[src/inc/conv_ctl_cfg.svh]
// register map, field positions and reset values for the conversion control block
`ifndef CONV_CTL_CFG_SVH
`define CONV_CTL_CFG_SVH
`define ADDR_W            8
`define OFF_CTL_TWO       8'h08
`define OFF_SAMPT_UPPER   8'h0C
`define RST_CTL_TWO       32'h0000_0000
`define RST_SAMPT_UPPER   32'h0000_0000
`define CTL_TWO_RW_MASK   32'h00DE_090F
`define SAMPT_UPPER_MASK  32'h00FC_0000
`define BIT_POWER_ON      0
`define BIT_CONTINUOUS    1
`define BIT_CAL_START     2
`define BIT_CAL_RESET     3
`define BIT_DMA_EN        8
`define BIT_ALIGN         11
`define TRIG_LSB          17
`define TRIG_MSB          19
`define BIT_TRIG_EN       20
`define BIT_SW_START      22
`define BIT_TEMP_REF_EN   23
`define TRIG_SOFTWARE     3'h7
`define TRIG_RESERVED     3'h3
`define TRIG_SEL_W        3
`define TRIG_IN_W         8
`define SPT16_LSB         18
`define SPT16_MSB         20
`define SPT17_LSB         21
`define SPT17_MSB         23
`endif

[src/inc/conv_ctl_pkg.sv]
// types shared by the conversion control block
package conv_ctl_pkg;
  typedef enum logic [1:0] {CAL_IDLE, CAL_RESETTING, CAL_RUNNING} cal_state_e;
  typedef logic [31:0] word_t;
endpackage

[src/logic/adc_conversion_control.sv]
// second control register of the converter and its conversion start logic
//
// Decided for this implementation: the plain strobed port.
`timescale 1ns/1ps
`include "conv_ctl_cfg.svh"
////////////////////////////////////////////////////////////////////////////
// overview
// - two software registers: control two and sample time upper
// - control two drives the converter core control levels directly, sample time upper the sample fields
// - start and wake are one-cycle pulses to the core, dma a one-cycle request to the dma controller
// - calibration bits are set by software, cleared by hardware
// - trigger pins cross in through three flops each
// - a pin change counts once stages two and three agree
// limitations
// - stabilization after wake is left to software timing
// - the core must pulse its done lines for one cycle only
// - a done pulse that never comes leaves a calibration bit set
// - software start bit stays set while selector is not software
// - an exact rewrite only starts while power is already on
// trade-offs
// - rewrite compare uses the masked word, so reserved bits
//   written as ones still count as an unchanged rewrite
// - three flop crossing costs about four cycles of trigger latency
//   but keeps a glitching pin from firing a false conversion
// - read data is registered to keep every output on a flop
////////////////////////////////////////////////////////////////////////////
module adc_conversion_control
(
  input  wire logic                         mclk,
  input  wire logic                         rst,
  input  wire logic [`ADDR_W-1:0]           addr,
  input  wire conv_ctl_pkg::word_t          wdata,
  input  wire logic                         wr_stb,
  input  wire logic                         rd_stb,
  output conv_ctl_pkg::word_t               rdata,
  input  wire logic [`TRIG_IN_W-1:0]        trig_in,
  input  wire logic                         core_conv_done,
  input  wire logic                         core_cal_init_done,
  input  wire logic                         core_cal_done,
  output logic                              core_wake,
  output logic                              core_power_on,
  output logic                              core_conv_start,
  output logic                              core_cal_init,
  output logic                              core_cal_run,
  output logic                              core_align_msb,
  output logic                              core_temp_ref_en,
  output logic [2:0]                        core_sample_ch16,
  output logic [2:0]                        core_sample_ch17,
  output logic                              dma_req
);
  import conv_ctl_pkg::*;

  ////////////////////////////////////////////////////////////////////////////
  // state
  word_t                      ctl_q;          // control register two
  word_t                      ctl_d;
  word_t                      samp_q;         // sample time upper
  word_t                      samp_d;
  word_t                      rdata_q;        // read data, one cycle after strobe
  word_t                      rdata_d;
  cal_state_e                 cal_q;          // calibration sequencer
  cal_state_e                 cal_d;
  logic [`TRIG_IN_W-1:0]      trig_s1_q;      // pin synchroniser stages
  logic [`TRIG_IN_W-1:0]      trig_s2_q;
  logic [`TRIG_IN_W-1:0]      trig_s3_q;
  logic [`TRIG_IN_W-1:0]      trig_lvl_q;     // filtered trigger levels
  logic [`TRIG_IN_W-1:0]      trig_lvl_d;
  logic                       wake_q;         // one-cycle wake pulse
  logic                       wake_d;
  logic                       start_q;        // one-cycle conversion start
  logic                       start_d;
  logic                       dma_q;          // dma request pulse
  logic                       dma_d;
  logic                       wr_ctl;         // decoded write to control
  logic                       wr_samp;        // decoded write to sample time
  logic                       trig_edge;      // selected hardware trigger rose
  logic [`TRIG_SEL_W-1:0]     trig_sel;
  word_t                      wr_val;         // masked write value

  ////////////////////////////////////////////////////////////////////////////
  // address decode
  always_comb
  begin
    wr_ctl  = 1'b0;
    wr_samp = 1'b0;
    if (wr_stb && addr == `OFF_CTL_TWO)
    begin
      wr_ctl = 1'b1;
    end
    else if (wr_stb && addr == `OFF_SAMPT_UPPER)
    begin
      wr_samp = 1'b1;
    end
  end

  ////////////////////////////////////////////////////////////////////////////
  // trigger input filtering: a change counts once stages two and three agree
  always_comb
  begin
    for (int i = 0; i < `TRIG_IN_W; i++)
    begin
      trig_lvl_d[i] = (trig_s2_q[i] == trig_s3_q[i]) ? trig_s3_q[i] : trig_lvl_q[i];
    end
  end

  // hardware trigger edge of the selected source, external trigger enabled
  always_comb
  begin
    trig_sel  = ctl_q[`TRIG_MSB:`TRIG_LSB];
    trig_edge = 1'b0;
    // reserved and software codes never take a pin edge
    if (ctl_q[`BIT_TRIG_EN] && trig_sel != `TRIG_SOFTWARE && trig_sel != `TRIG_RESERVED)
    begin
      trig_edge = trig_lvl_d[trig_sel] && !trig_lvl_q[trig_sel];
    end
  end

  ////////////////////////////////////////////////////////////////////////////
  // control register, start, wake and calibration next state
  always_comb
  begin
    ctl_d   = ctl_q;
    samp_d  = samp_q;
    cal_d   = cal_q;
    wake_d  = 1'b0;
    start_d = 1'b0;
    dma_d   = 1'b0;
    wr_val  = wdata & `CTL_TWO_RW_MASK;
    // software write; reserved bits stay zero
    if (wr_ctl)
    begin
      ctl_d = wr_val;
      // rising edge of power bit wakes the core
      if (wr_val[`BIT_POWER_ON] && !ctl_q[`BIT_POWER_ON])
      begin
        wake_d = 1'b1;
      end
      // identical rewrite with power on starts a conversion
      else if (wr_val[`BIT_POWER_ON] && wr_val == ctl_q)
      begin
        start_d = 1'b1;
      end
      // writing zero cannot abort a running calibration
      ctl_d[`BIT_CAL_RESET] = ctl_q[`BIT_CAL_RESET] | wr_val[`BIT_CAL_RESET];
      ctl_d[`BIT_CAL_START] = ctl_q[`BIT_CAL_START] | wr_val[`BIT_CAL_START];
    end
    if (wr_samp)
    begin
      samp_d = wdata & `SAMPT_UPPER_MASK;
    end
    // software start bit launches when selector is software
    if (ctl_q[`BIT_SW_START] && ctl_q[`TRIG_MSB:`TRIG_LSB] == `TRIG_SOFTWARE
        && ctl_q[`BIT_POWER_ON])
    begin
      start_d              = 1'b1;
      ctl_d[`BIT_SW_START] = wr_ctl & wr_val[`BIT_SW_START];
    end
    // hardware trigger edge
    if (trig_edge && ctl_q[`BIT_POWER_ON])
    begin
      start_d = 1'b1;
    end
    // continuous restart after each finished conversion
    if (core_conv_done && ctl_q[`BIT_CONTINUOUS] && ctl_q[`BIT_POWER_ON])
    begin
      start_d = 1'b1;
    end
    // result hand-off to dma only when enabled
    if (core_conv_done && ctl_q[`BIT_DMA_EN])
    begin
      dma_d = 1'b1;
    end
    // calibration sequencer
    case (cal_q)
      CAL_IDLE:
      begin
        if (ctl_q[`BIT_CAL_RESET])
        begin
          cal_d = CAL_RESETTING;
        end
        else if (ctl_q[`BIT_CAL_START])
        begin
          cal_d = CAL_RUNNING;
        end
      end
      CAL_RESETTING:
      begin
        // bit stays one until init finishes
        if (core_cal_init_done)
        begin
          ctl_d[`BIT_CAL_RESET] = 1'b0;
          cal_d                 = CAL_IDLE;
        end
      end
      CAL_RUNNING:
      begin
        // cleared on completion, software polls for zero
        if (core_cal_done)
        begin
          ctl_d[`BIT_CAL_START] = 1'b0;
          cal_d                 = CAL_IDLE;
        end
      end
      default:
      begin
        cal_d = CAL_IDLE;
      end
    endcase
  end

  ////////////////////////////////////////////////////////////////////////////
  // read mux; unmapped addresses read zero
  always_comb
  begin
    rdata_d = '0;
    if (rd_stb && addr == `OFF_CTL_TWO)
    begin
      rdata_d = ctl_q;
    end
    else if (rd_stb && addr == `OFF_SAMPT_UPPER)
    begin
      rdata_d = samp_q;
    end
  end

  ////////////////////////////////////////////////////////////////////////////
  // registers
  // synchroniser stages carry no reset: the filter stage masks
  // whatever they hold until stages two and three agree
  // everything else clears on the synchronous reset
  // pulses restart at zero so no false start follows reset
  // filtered trigger levels reset low, the idle level of the pins,
  // so a pin already low after reset shows no edge
  // hazard: a pin held high through reset gives one edge after it
  // if its selector and trigger enable are already set
  // they never are, since control two resets to zero
  // cal sequencer returns to idle on reset with both bits clear
  // read data returns to zero, matching an idle read
  always_ff @(posedge mclk)
  begin
    trig_s1_q <= trig_in;
    trig_s2_q <= trig_s1_q;
    trig_s3_q <= trig_s2_q;
    if (rst)
    begin
      ctl_q      <= `RST_CTL_TWO;
      samp_q     <= `RST_SAMPT_UPPER;
      rdata_q    <= '0;
      cal_q      <= CAL_IDLE;
      trig_lvl_q <= '0;
      wake_q     <= 1'b0;
      start_q    <= 1'b0;
      dma_q      <= 1'b0;
    end
    else
    begin
      ctl_q      <= ctl_d;
      samp_q     <= samp_d;
      rdata_q    <= rdata_d;
      cal_q      <= cal_d;
      trig_lvl_q <= trig_lvl_d;
      wake_q     <= wake_d;
      start_q    <= start_d;
      dma_q      <= dma_d;
    end
  end

  ////////////////////////////////////////////////////////////////////////////
  // outputs straight from flip-flops; software owns stabilization timing
  // levels mirror control bits, pulses come from their own flops
  // power level lets the core keep itself awake between pulses
  // calibration levels stand until the core reports completion
  // sample time fields go to the core without further decode
  // no combinational path reaches any port from an input
  // keeping outputs registered adds one cycle to every answer
  // but removes timing paths through the core side
  // dma request is a single pulse per finished conversion
  // the dma controller must count pulses, not levels
  // wake pulse marks only the rising edge of the power bit
  assign rdata            = rdata_q;
  assign core_wake        = wake_q;
  assign core_power_on    = ctl_q[`BIT_POWER_ON];
  assign core_conv_start  = start_q;
  assign core_cal_init    = ctl_q[`BIT_CAL_RESET];
  assign core_cal_run     = ctl_q[`BIT_CAL_START];
  assign core_align_msb   = ctl_q[`BIT_ALIGN];
  assign core_temp_ref_en = ctl_q[`BIT_TEMP_REF_EN];
  assign core_sample_ch16 = samp_q[`SPT16_MSB:`SPT16_LSB];
  assign core_sample_ch17 = samp_q[`SPT17_MSB:`SPT17_LSB];
  assign dma_req          = dma_q;
endmodule

[config.mk]
export PLATFORM = sky130hd
export DESIGN_NAME = adc_conversion_control
export DESIGN_NICKNAME = d
export VERILOG_FILES = /design/src/inc/conv_ctl_pkg.sv /design/src/logic/adc_conversion_control.sv
export VERILOG_INCLUDE_DIRS = /design/src /design/src/inc
export SDC_FILE = /design/constraint.sdc
export NUM_CORES = 1
export LEC_CHECK = 0
export ABC_AREA = 0
export BUFFER_PORTS_ARGS = -buffer_cell sky130_fd_sc_hd__buf_4
export CAP_MARGIN = 10
export CORE_MARGIN = 4
export CORE_UTILIZATION = 43
export DETAILED_ROUTE_END_ITERATION = 10
export PLACE_DENSITY = 0.75
export SYNTH_ARGS = -nofsm -noshare
export SYNTH_HDL_FRONTEND = slang
export SYNTH_SLANG_ARGS = --single-unit
[constraint.sdc]
create_clock -name mclk -period 1.7 [get_ports mclk]
set_clock_uncertainty 0.05 [all_clocks]
set_input_delay 0.17 -clock mclk [delete_from_list [all_inputs] [get_ports mclk]]
set_output_delay 0.17 -clock mclk [all_outputs]
set_load 0.05 [all_outputs]
# == Word level (Yosys, flattened, before mapping) ==
# Index checks and enable logic that the tools add are counted.
# word_totals
ff_bits,87
in_bits,55
output_inout_bits,46
word_cells,100
# op_classes
magnitude_cmp,1
n_eq_ne,19
muxes,37
n_bitwise,5
n_reduce_logical,23
# op_table
op,count
$mux W24,2
$mux W1,27
$mux W23,1
$eq A8 B4 Y1 const B,2
$logic_and A1 B1 Y1,15
$eq A12 B12 Y1,1
$eq A1 B1 Y1,8
$mux W2,4
$bmux W1 S3,2
$ne A3 B3 Y1 const B,2
$pmux W2 S3,1
$lt A3 B4 Y1 const B,1
$ne A2 B2 Y1 const B,2
$reduce_or A2 Y1,2
$eq A3 B3 Y1 const B,1
$ne A3 B2 Y1 const B,1
$reduce_and A3 Y1,1
$reduce_or A3 Y1,1
$eq A2 B1 Y1 const B,1
$eq A2 B2 Y1 const B,1
$logic_not A1 Y1,2
$logic_not A2 Y1,1
$not A1 Y1,2
$or A1 B1 Y1,2
other kinds (2),2

# == Depth between registers and ports, before layout ==
# Gate-level depths: netlist (run 1).
# logic_depth
ltp_word,9
ltp_mapped,7
ltp_nobuf,7

# == Worst setup path after synthesis (run 1) ==
# No wires, ideal clock.
# synth_timing
path_type,flip-flop to flip-flop
start,register ctl_q[3]
end,register start_q (netlist: core_conv_start)
setup_time_ns,0.074
arrival_ns,1.836
required_ns,1.576
setup_slack_ns,-0.260
path_stages_with_launch,8
path_buffers,0
period_less_slack_ns,1.960
cell_sequence,dfxtp_1 inv_1 ha_1 nor4b_1 nand4_1 nor3_1 a22oi_1 o21ai_0
# synth_between
elab_chain_len,8
# synth_rtl
item,line_no,source
from (decl),adc_conversion_control.sv:55,word_t ctl_q;
from (signal assigned),adc_conversion_control.sv:246,ctl_q <= `RST_CTL_TWO;
from (signal assigned),adc_conversion_control.sv:257,ctl_q <= ctl_d;
$eq A12 B12 Y1,adc_conversion_control.sv:139,else if (wr_val[`BIT_POWER_ON] && wr_val == ctl_q)
$logic_and A1 B1 Y1,adc_conversion_control.sv:139,
$mux W1,adc_conversion_control.sv:139,
$mux W1,adc_conversion_control.sv:134,if (wr_val[`BIT_POWER_ON] && !ctl_q[`BIT_POWER_ON])
$mux W1,adc_conversion_control.sv:130,if (wr_ctl)
$mux W1,adc_conversion_control.sv:152,if (ctl_q[`BIT_SW_START] && ctl_q[`TRIG_MSB:`TRIG_LSB] == `TRIG_SOFTWARE
$mux W1,adc_conversion_control.sv:159,if (trig_edge && ctl_q[`BIT_POWER_ON])
$mux W1,adc_conversion_control.sv:164,if (core_conv_done && ctl_q[`BIT_CONTINUOUS] && ctl_q[`BIT_POWER_ON])
to (signal assigned),adc_conversion_control.sv:263,start_q <= start_d;
to (decl),adc_conversion_control.sv:70,logic start_q;
# Every way passes these cells.
# A chain may end at the register's enable or synchronous reset.

# == Worst setup path in the final report (run 1) ==
# layout_timing
start,register trig_lvl_q[5]
end,register start_q (netlist: core_conv_start)
# layout_between
elab_chain_len,8
word_cells_on_any_way,11
cone_classes,mux: 8; reduce/logical: 3
# layout_rtl
item,line_no,source
from (decl),adc_conversion_control.sv:66,logic [`TRIG_IN_W-1:0] trig_lvl_q;
from (signal assigned),adc_conversion_control.sv:261,trig_lvl_q <= trig_lvl_d;
$mux W1 or $bmux W1 S3 (tied branches),"adc_conversion_control.sv:102, adc_conversion_control.sv:114",
$bmux W1 S3 or $mux W1 (tied branches),adc_conversion_control.sv:114,trig_edge = trig_lvl_d[trig_sel] && !trig_lvl_q[trig_sel];
$mux W1 (not written as such) or $logic_not A1 Y1 (tied branches),adc_conversion_control.sv:114,
$logic_and A1 B1 Y1 *,adc_conversion_control.sv:114,
$mux W1 *,adc_conversion_control.sv:112,if (ctl_q[`BIT_TRIG_EN] && trig_sel != `TRIG_SOFTWARE && trig_sel != `TRIG_RESERVED)
$logic_and A1 B1 Y1 *,adc_conversion_control.sv:159,
$mux W1 *,adc_conversion_control.sv:159,
$mux W1 *,adc_conversion_control.sv:164,
# Mark *: on every way between the ends. The rest lies on a longest branch, timed or not. The select of a mux whose other input is x is not followed.

==> run metrics, run 1 <==
status finished, final reports clean; min Tclk post-route 1.60 ns; startpoint types flip-flop; Hold Crit Class input port to flip-flop; largest area contributor in the netlist dfxtp_1; Worst-Skew Late Latency 0.34 ns; RePlAce Congestion 0.799; Post-DRT Antenna Nets 0; area grow syn2layout 34.8%; DR vias 1772; Sink Count 68; initial antenna violation count 0; CP required 1.86 ns; post-synth cell types 36; port bufs 62; Initial Utilization 0.449; largest cells by area after synthesis dfxtp_1 (54%), mux2i_1 (7.9%), buf_4 (5.7%); first-pass GRT wire length 8.28 mm; f_max 624 MHz; antenna diode count 0; io pins 101; die width 84.6 um; Die Span Y 84.6 um; VDD IR max 0.000739 V; synthesized cell area 2520 um^2; residual DRC count 0; sequential element share of the synthesized area 0.540; Final setup viols 0; crit-path max FO 2; Setup Buffers After CTS 0; CP Data Arrival Time 1.77 ns; CTS Buf Count 9; Final period util 0.942; Crit. End Element flip-flop; Final Max Tran Viols 0; initial drt markers 48; synthesized flop and latch total 68; GR Util All Layers 0.147; final hold slack 0.0317 ns; Nets 365; Die ar. 7150 um^2; total gr overflow 0; post-DP HPWL 3.66 mm; share of layout cells above drive strength 1 0.330; Max Cap Viol 0; vias in the first global route 1772; Reg area 1370 um^2; CTS H-tree lvls 3; fill cell count 478; RSZ-0062 raised after global routing no; Cells after Synth 222; register clock-pin slew on the reported worst setup and hold paths 0.07 ns; area of the multi-input gates 1030 um^2; WL per Instance 13.1 um; Root Buffer clkbuf_8; clk buf depth 2; CTS tree yes; Avg Inst Size Synth 11.4 um^2; post-synth top area share 0.540; pwr/cell area 996 nW/um^2; dpl ws -0.112 ns; number of detailed-route iterations in the first pass 4; vias per cell 4.61; Setup WS post-layout 0.0984 ns; core box area 5610 um^2; Crit Path Class flip-flop to flip-flop; synth warn 0; number of hold violations in the final report 0; pin count of the biggest net entering global routing 34; Post-Route WL 5.03 mm; # rows 27; worst reg2reg setup slack 0.1 ns; leakage 1.45 nW
==> path summary, 6_finish.rpt <==
kind,from,to,cells past startpoint
setup / recovery,trig_lvl_q[5]$_SDFF_PP0_,core_conv_start$_SDFF_PP0_,4
setup reg to reg,trig_lvl_q[5]$_SDFF_PP0_,core_conv_start$_SDFF_PP0_,4
hold / removal,wdata[21],samp_q[21]$_SDFFE_PP0P_,3
hold reg to reg,trig_s1_q[4]$_DFF_P_,trig_s2_q[4]$_DFF_P_,0
==> critical path, cell delays in order, from the launching register on <==
cell and delay (ns):
dfxtp_1 0.32, maj3_1 0.37, mux4_2 0.47, a22oi_1 0.18, o21ai_1 0.09
==> through the flow <==
| stage | power (mW) | area [um^2] | cells | utilization | setup TNS (ns) |
|---|---|---|---|---|---|
| 2_1_floorplan | 1.88 | 2600 | 240 | - | 0 |
| 3_3_place_gp | 1.94 | 3060 | 358 | 0.545 | -0.609 |
| 3_5_place_dp | 1.94 | 3060 | 358 | 0.545 | -0.872 |
| 4_1_cts | 3.43 | 3390 | 384 | 0.604 | 0 |
| 5_1_grt | 3.53 | 3400 | 384 | 0.606 | 0 |
| 6_report | 3.38 | 3400 | 384 | 0.606 | 0 |
==> kinds of logic after synthesis <==
family	after synthesis	synth area share
buf+inv	34	0.0844
mux	24	0.115
xor+xnor	9	0.0313
flops	68	0.540
compound gates	11	0.0343
other cells	1	0.00149
simple gates	64	0.146
fa+ha+maj	11	0.0467
==> metal layers <==
layer / vias to the layer above / wire length [um] / track usage
li1: 886 / - / -
met1: 812 / 2110 / 0.164
met2: 64 / 2460 / 0.249
met3: 10 / 359 / 0.0471
met4: 0 / 103 / 0.0777
met5: - / 0 / 0
==> synthesized netlist by cell type <==
cell type and count:
or4b_4 1, conb_1 1, nor4bb_1 1, nor2_1 27
clkbuf_1 3, a311oi_1 2, nor4b_1 2, nand2_1 4
nor3_1 7, or4b_1 1, maj3_1 8, a22oi_1 2
buf_2 2, nand3_2 1, nor4_4 1, xnor2_1 9
buf_8 1, and2_1 5, a32o_1 1, buf_4 19
and3b_1 1, inv_1 8, dfxtp_1 68, a21oi_1 2
buf_1 1, nand4_1 2, nand3_1 1, mux4_2 4
a2111oi_2 1, nor3_4 1, ha_1 3, nor2b_1 8
o21ai_0 2, mux2i_1 20, nand3b_2 1, a2111oi_0 1
==> cell usage in the layout (no fill, tap or decap), types with 7 or more instances in the layout <==
master and count:
mux2i_1 20, dlygate4sd3_1 10, clkbuf_8 10, inv_1 8, conb_1 19, maj3_1 8
xnor2_1 9, buf_4 71, nor2b_1 8, nor2_1 27, nor3_1 7, dfxtp_1 64
==> final cells by class <==
cell class              count  share of cell area
flip-flops and latches     68               0.404
multi-input cells         138               0.302
repair buffers             82               0.192
clock buffers              11              0.0416
well taps                  72              0.0265
clock inverters             5              0.0250
inverters                   8             0.00884
==> where the power goes <==
group	leakage [nW]	total (mW)	switching, mW	internal [mW]
Clock	0.110	1.46	0.588	0.871
Combinational	0.782	0.277	0.162	0.115
Sequential	0.561	1.65	0.0167	1.63
==> state kept, by name, indices dropped and copies added, names as in the netlist <==
register         flops
core_wake            1
trig_s3_q            8
rdata               13
ctl_q               12
core_conv_start      1
trig_lvl_q           8
trig_s2_q            8
samp_q               6
cal_q                2
trig_s1_q            8
dma_req              1
==> what timing repair did <==
item	CTS	global route
pin swaps	0	3
endpoints found under the hold margin	11	0
resized for setup	1	3
endpoints found under the setup margin	1	1
hold buffers	10	0
Note: power is estimated with default switching activity, not from simulation.
==> inputs of run 2 (changes only) <==
CORE_UTILIZATION = 45   (was 43)
CTS_BUF_LIST = sky130_fd_sc_hd__clkbuf_4 sky130_fd_sc_hd__clkbuf_8   (was unset)
PLACE_DENSITY = 0.78   (was 0.75)
RECOVER_POWER = 50   (was unset)
==> run 2 against run 1 <==
Against the previous run:
- count of clock-buffer cells in the layout is 2 lower
- core utilization is 4.2 points higher
- final area grew 0.44%
- flip-flop and latch count did not move
- maximum frequency about the same
- power is 7.7% higher
- worst setup slack worse by 0.00074 ns
- via count up 1.0%
- sequential power about the same
- critical path type unchanged
- critical endpoint unchanged
- largest cell class unchanged
- largest power group is now the clock network
- highest routed layer unchanged
==> run metrics, run 2 (synthesis gave the netlist of run 1 again) <==
status finished, final reports clean; worst-margin pin slew 0.618 ns; initial drt markers 111; share of layout cells above drive strength 1 0.310; clk buf depth 2; number of flip-flops in the largest register 13; register clock-pin slew on the reported worst setup and hold paths 0.07 ns; CTS tree yes; first-pass GRT wire length 8.60 mm; CP Depth 4; Worst-Skew Late Latency 0.34 ns; RePlAce Congestion 0.882; delay-heaviest family, CP multiplexers; Crit Path Class flip-flop to flip-flop; DR vias 1790; CTS Buf Count 9; VDD IR max 0.000735 V; f_max 624 MHz; Setup WS post-layout 0.0976 ns; commonest non-fill, non-tap cell in the layout dfxtp_1; fin area 3410 um^2; startpoint types flip-flop; worst reg2reg setup slack 0.1 ns; CTS H-tree lvls 3; Buf/Inv on CP 0; RR Endpoint core_conv_start$_SDFF_PP0_; vias per cell 4.67; Initial Utilization 0.478; Post-Route WL 5.04 mm; die width 82.8 um; Final Max Tran Viols 0; dpl ws -0.108 ns; Post-DRT Antenna Nets 0; dpl cell area 3060 um^2; Sink Count 68; Hold EP samp_q[21]$_SDFFE_PP0P_; Power Total 3.65 mW; pin count of the biggest net entering global routing 34; Root Buffer clkbuf_8; number of detailed-route iterations in the first pass 4; Hold Crit Class input port to flip-flop; CP Data Arrival Time 1.83 ns; io pins 101; area grow syn2layout 35.4%; Worst R2R Start ctl_q[17]$_SDFFE_PP0N_; initial antenna violation count 0; post-DP HPWL 3.54 mm; pwr/cell area 1070 nW/um^2; GR Util All Layers 0.156; Hold Path Origin wdata[21]; Die ar. 6860 um^2; leakage 1.43 nW; Min-Delay Path Depth 3; Die Span Y 82.8 um; Crit. End Element flip-flop; Worst path slowest cell mux4_2; min Tclk post-route 1.60 ns; antenna diode count 0; Max Cap Viol 0; port bufs 62; CP required 1.92 ns; Final setup viols 0; Slowest Stage Delay on Critical Path 0.53 ns; RSZ-0062 raised after global routing no; number of hold violations in the final report 0; vias in the first global route 1786; critical path, cell by cell mux4_2 > nor4bb_1 > a22oi_2 > o21ai_1; Nets 366; total gr overflow 0; crit-path max FO 6; commonest non-fill, non-tap cells in the layout dfxtp_1 (63), buf_4 (53), nor2_1 (27); residual DRC count 0; Final period util 0.943; WL per Instance 13.2 um; # rows 26; core box area 5270 um^2; R2R depth 4; headroom to the max-slew limit 0.590
[run 2: cell types whose count changed in the layout (fill, tap and decap cells not counted), moves of 2 or more]
cell	previous run	this run
clkbuf_1	1	12
ha_1	3	1
ha_4	0	2
buf_4	71	53
clkinv_2	0	2
clkbuf_4	0	9
bufinv_16	2	4
[run 2: repair_timing]
| item | CTS | global route |
|---|---|---|
| endpoints found under the hold margin | 10 | 0 |
| setup buffers | 0 | 0 |
| gates resized for setup | 1 | 7 |
| gates cloned | 0 | 0 |
| hold buffers | 9 | 0 |
| pin swaps | 1 | 3 |
| setup endpoints to repair | 1 | 1 |
[run 2: layer usage]
layer | vias up | routed length, um | GRT usage
met1 | 822 | 2180 | 0.180
met2 | 65 | 2360 | 0.257
met3 | 12 | 367 | 0.0525
met4 | 0 | 136 | 0.0758
met5 | - | 0 | 0
li1 | 891 | - | -
[run 2: cell type report]
class,count,area [um^2]
tap,70,87.6
sequential,68,1370
clock inverter,7,139
clock buffer,9,124
inverter,8,30.0
timing repair buffer,83,601
fill,417,1860
multi-input combinational,138,1060
[run 2: through the flow]
stage                     TNS, ns  hold slack, ns   util  std cells
after floorplan                 0           0.148      -        240
after global placement     -0.576           0.224  0.580        358
after detailed placement    -1.05           0.226  0.580        358
after CTS                       0         0.00171  0.648        383
after global routing            0          0.0271  0.647        383
final                           0          0.0145  0.647        383
[run 2: worst max path at each step]
| stage | start | endpoint | slack (ns) |
|---|---|---|---|
| floorplan | ctl_q[0]$_SDFFE_PP0N_ | core_conv_start$_SDFF_PP0_ | 0.01 |
| global route | ctl_q[2]$_SDFF_PP0_ | core_conv_start$_SDFF_PP0_ | 0.009 |
| detailed placement | addr[4] | samp_q[20]$_SDFFE_PP0P_ | -0.11 |
| finish | ctl_q[17]$_SDFFE_PP0N_ | core_conv_start$_SDFF_PP0_ | 0.1 |
| global placement | addr[4] | samp_q[21]$_SDFFE_PP0P_ | -0.06 |
| CTS | ctl_q[3]$_SDFF_PP0_ | core_conv_start$_SDFF_PP0_ | 0.01 |
[run 2: worst reg2reg max path, stage by stage, from the launching register on]
cell and delay (ns):
dfxtp_2 0.41, mux4_2 0.53, nor4bb_1 0.35, a22oi_2 0.12, o21ai_1 0.08
[run 2: power breakdown]
part           total [mW]  switching [mW]  internal, mW  leakage (nW)
Sequential           1.65          0.0167          1.63         0.562
Combinational       0.281           0.166         0.115         0.739
Clock                1.72           0.596          1.12         0.133
Total                3.65           0.779          2.87          1.43
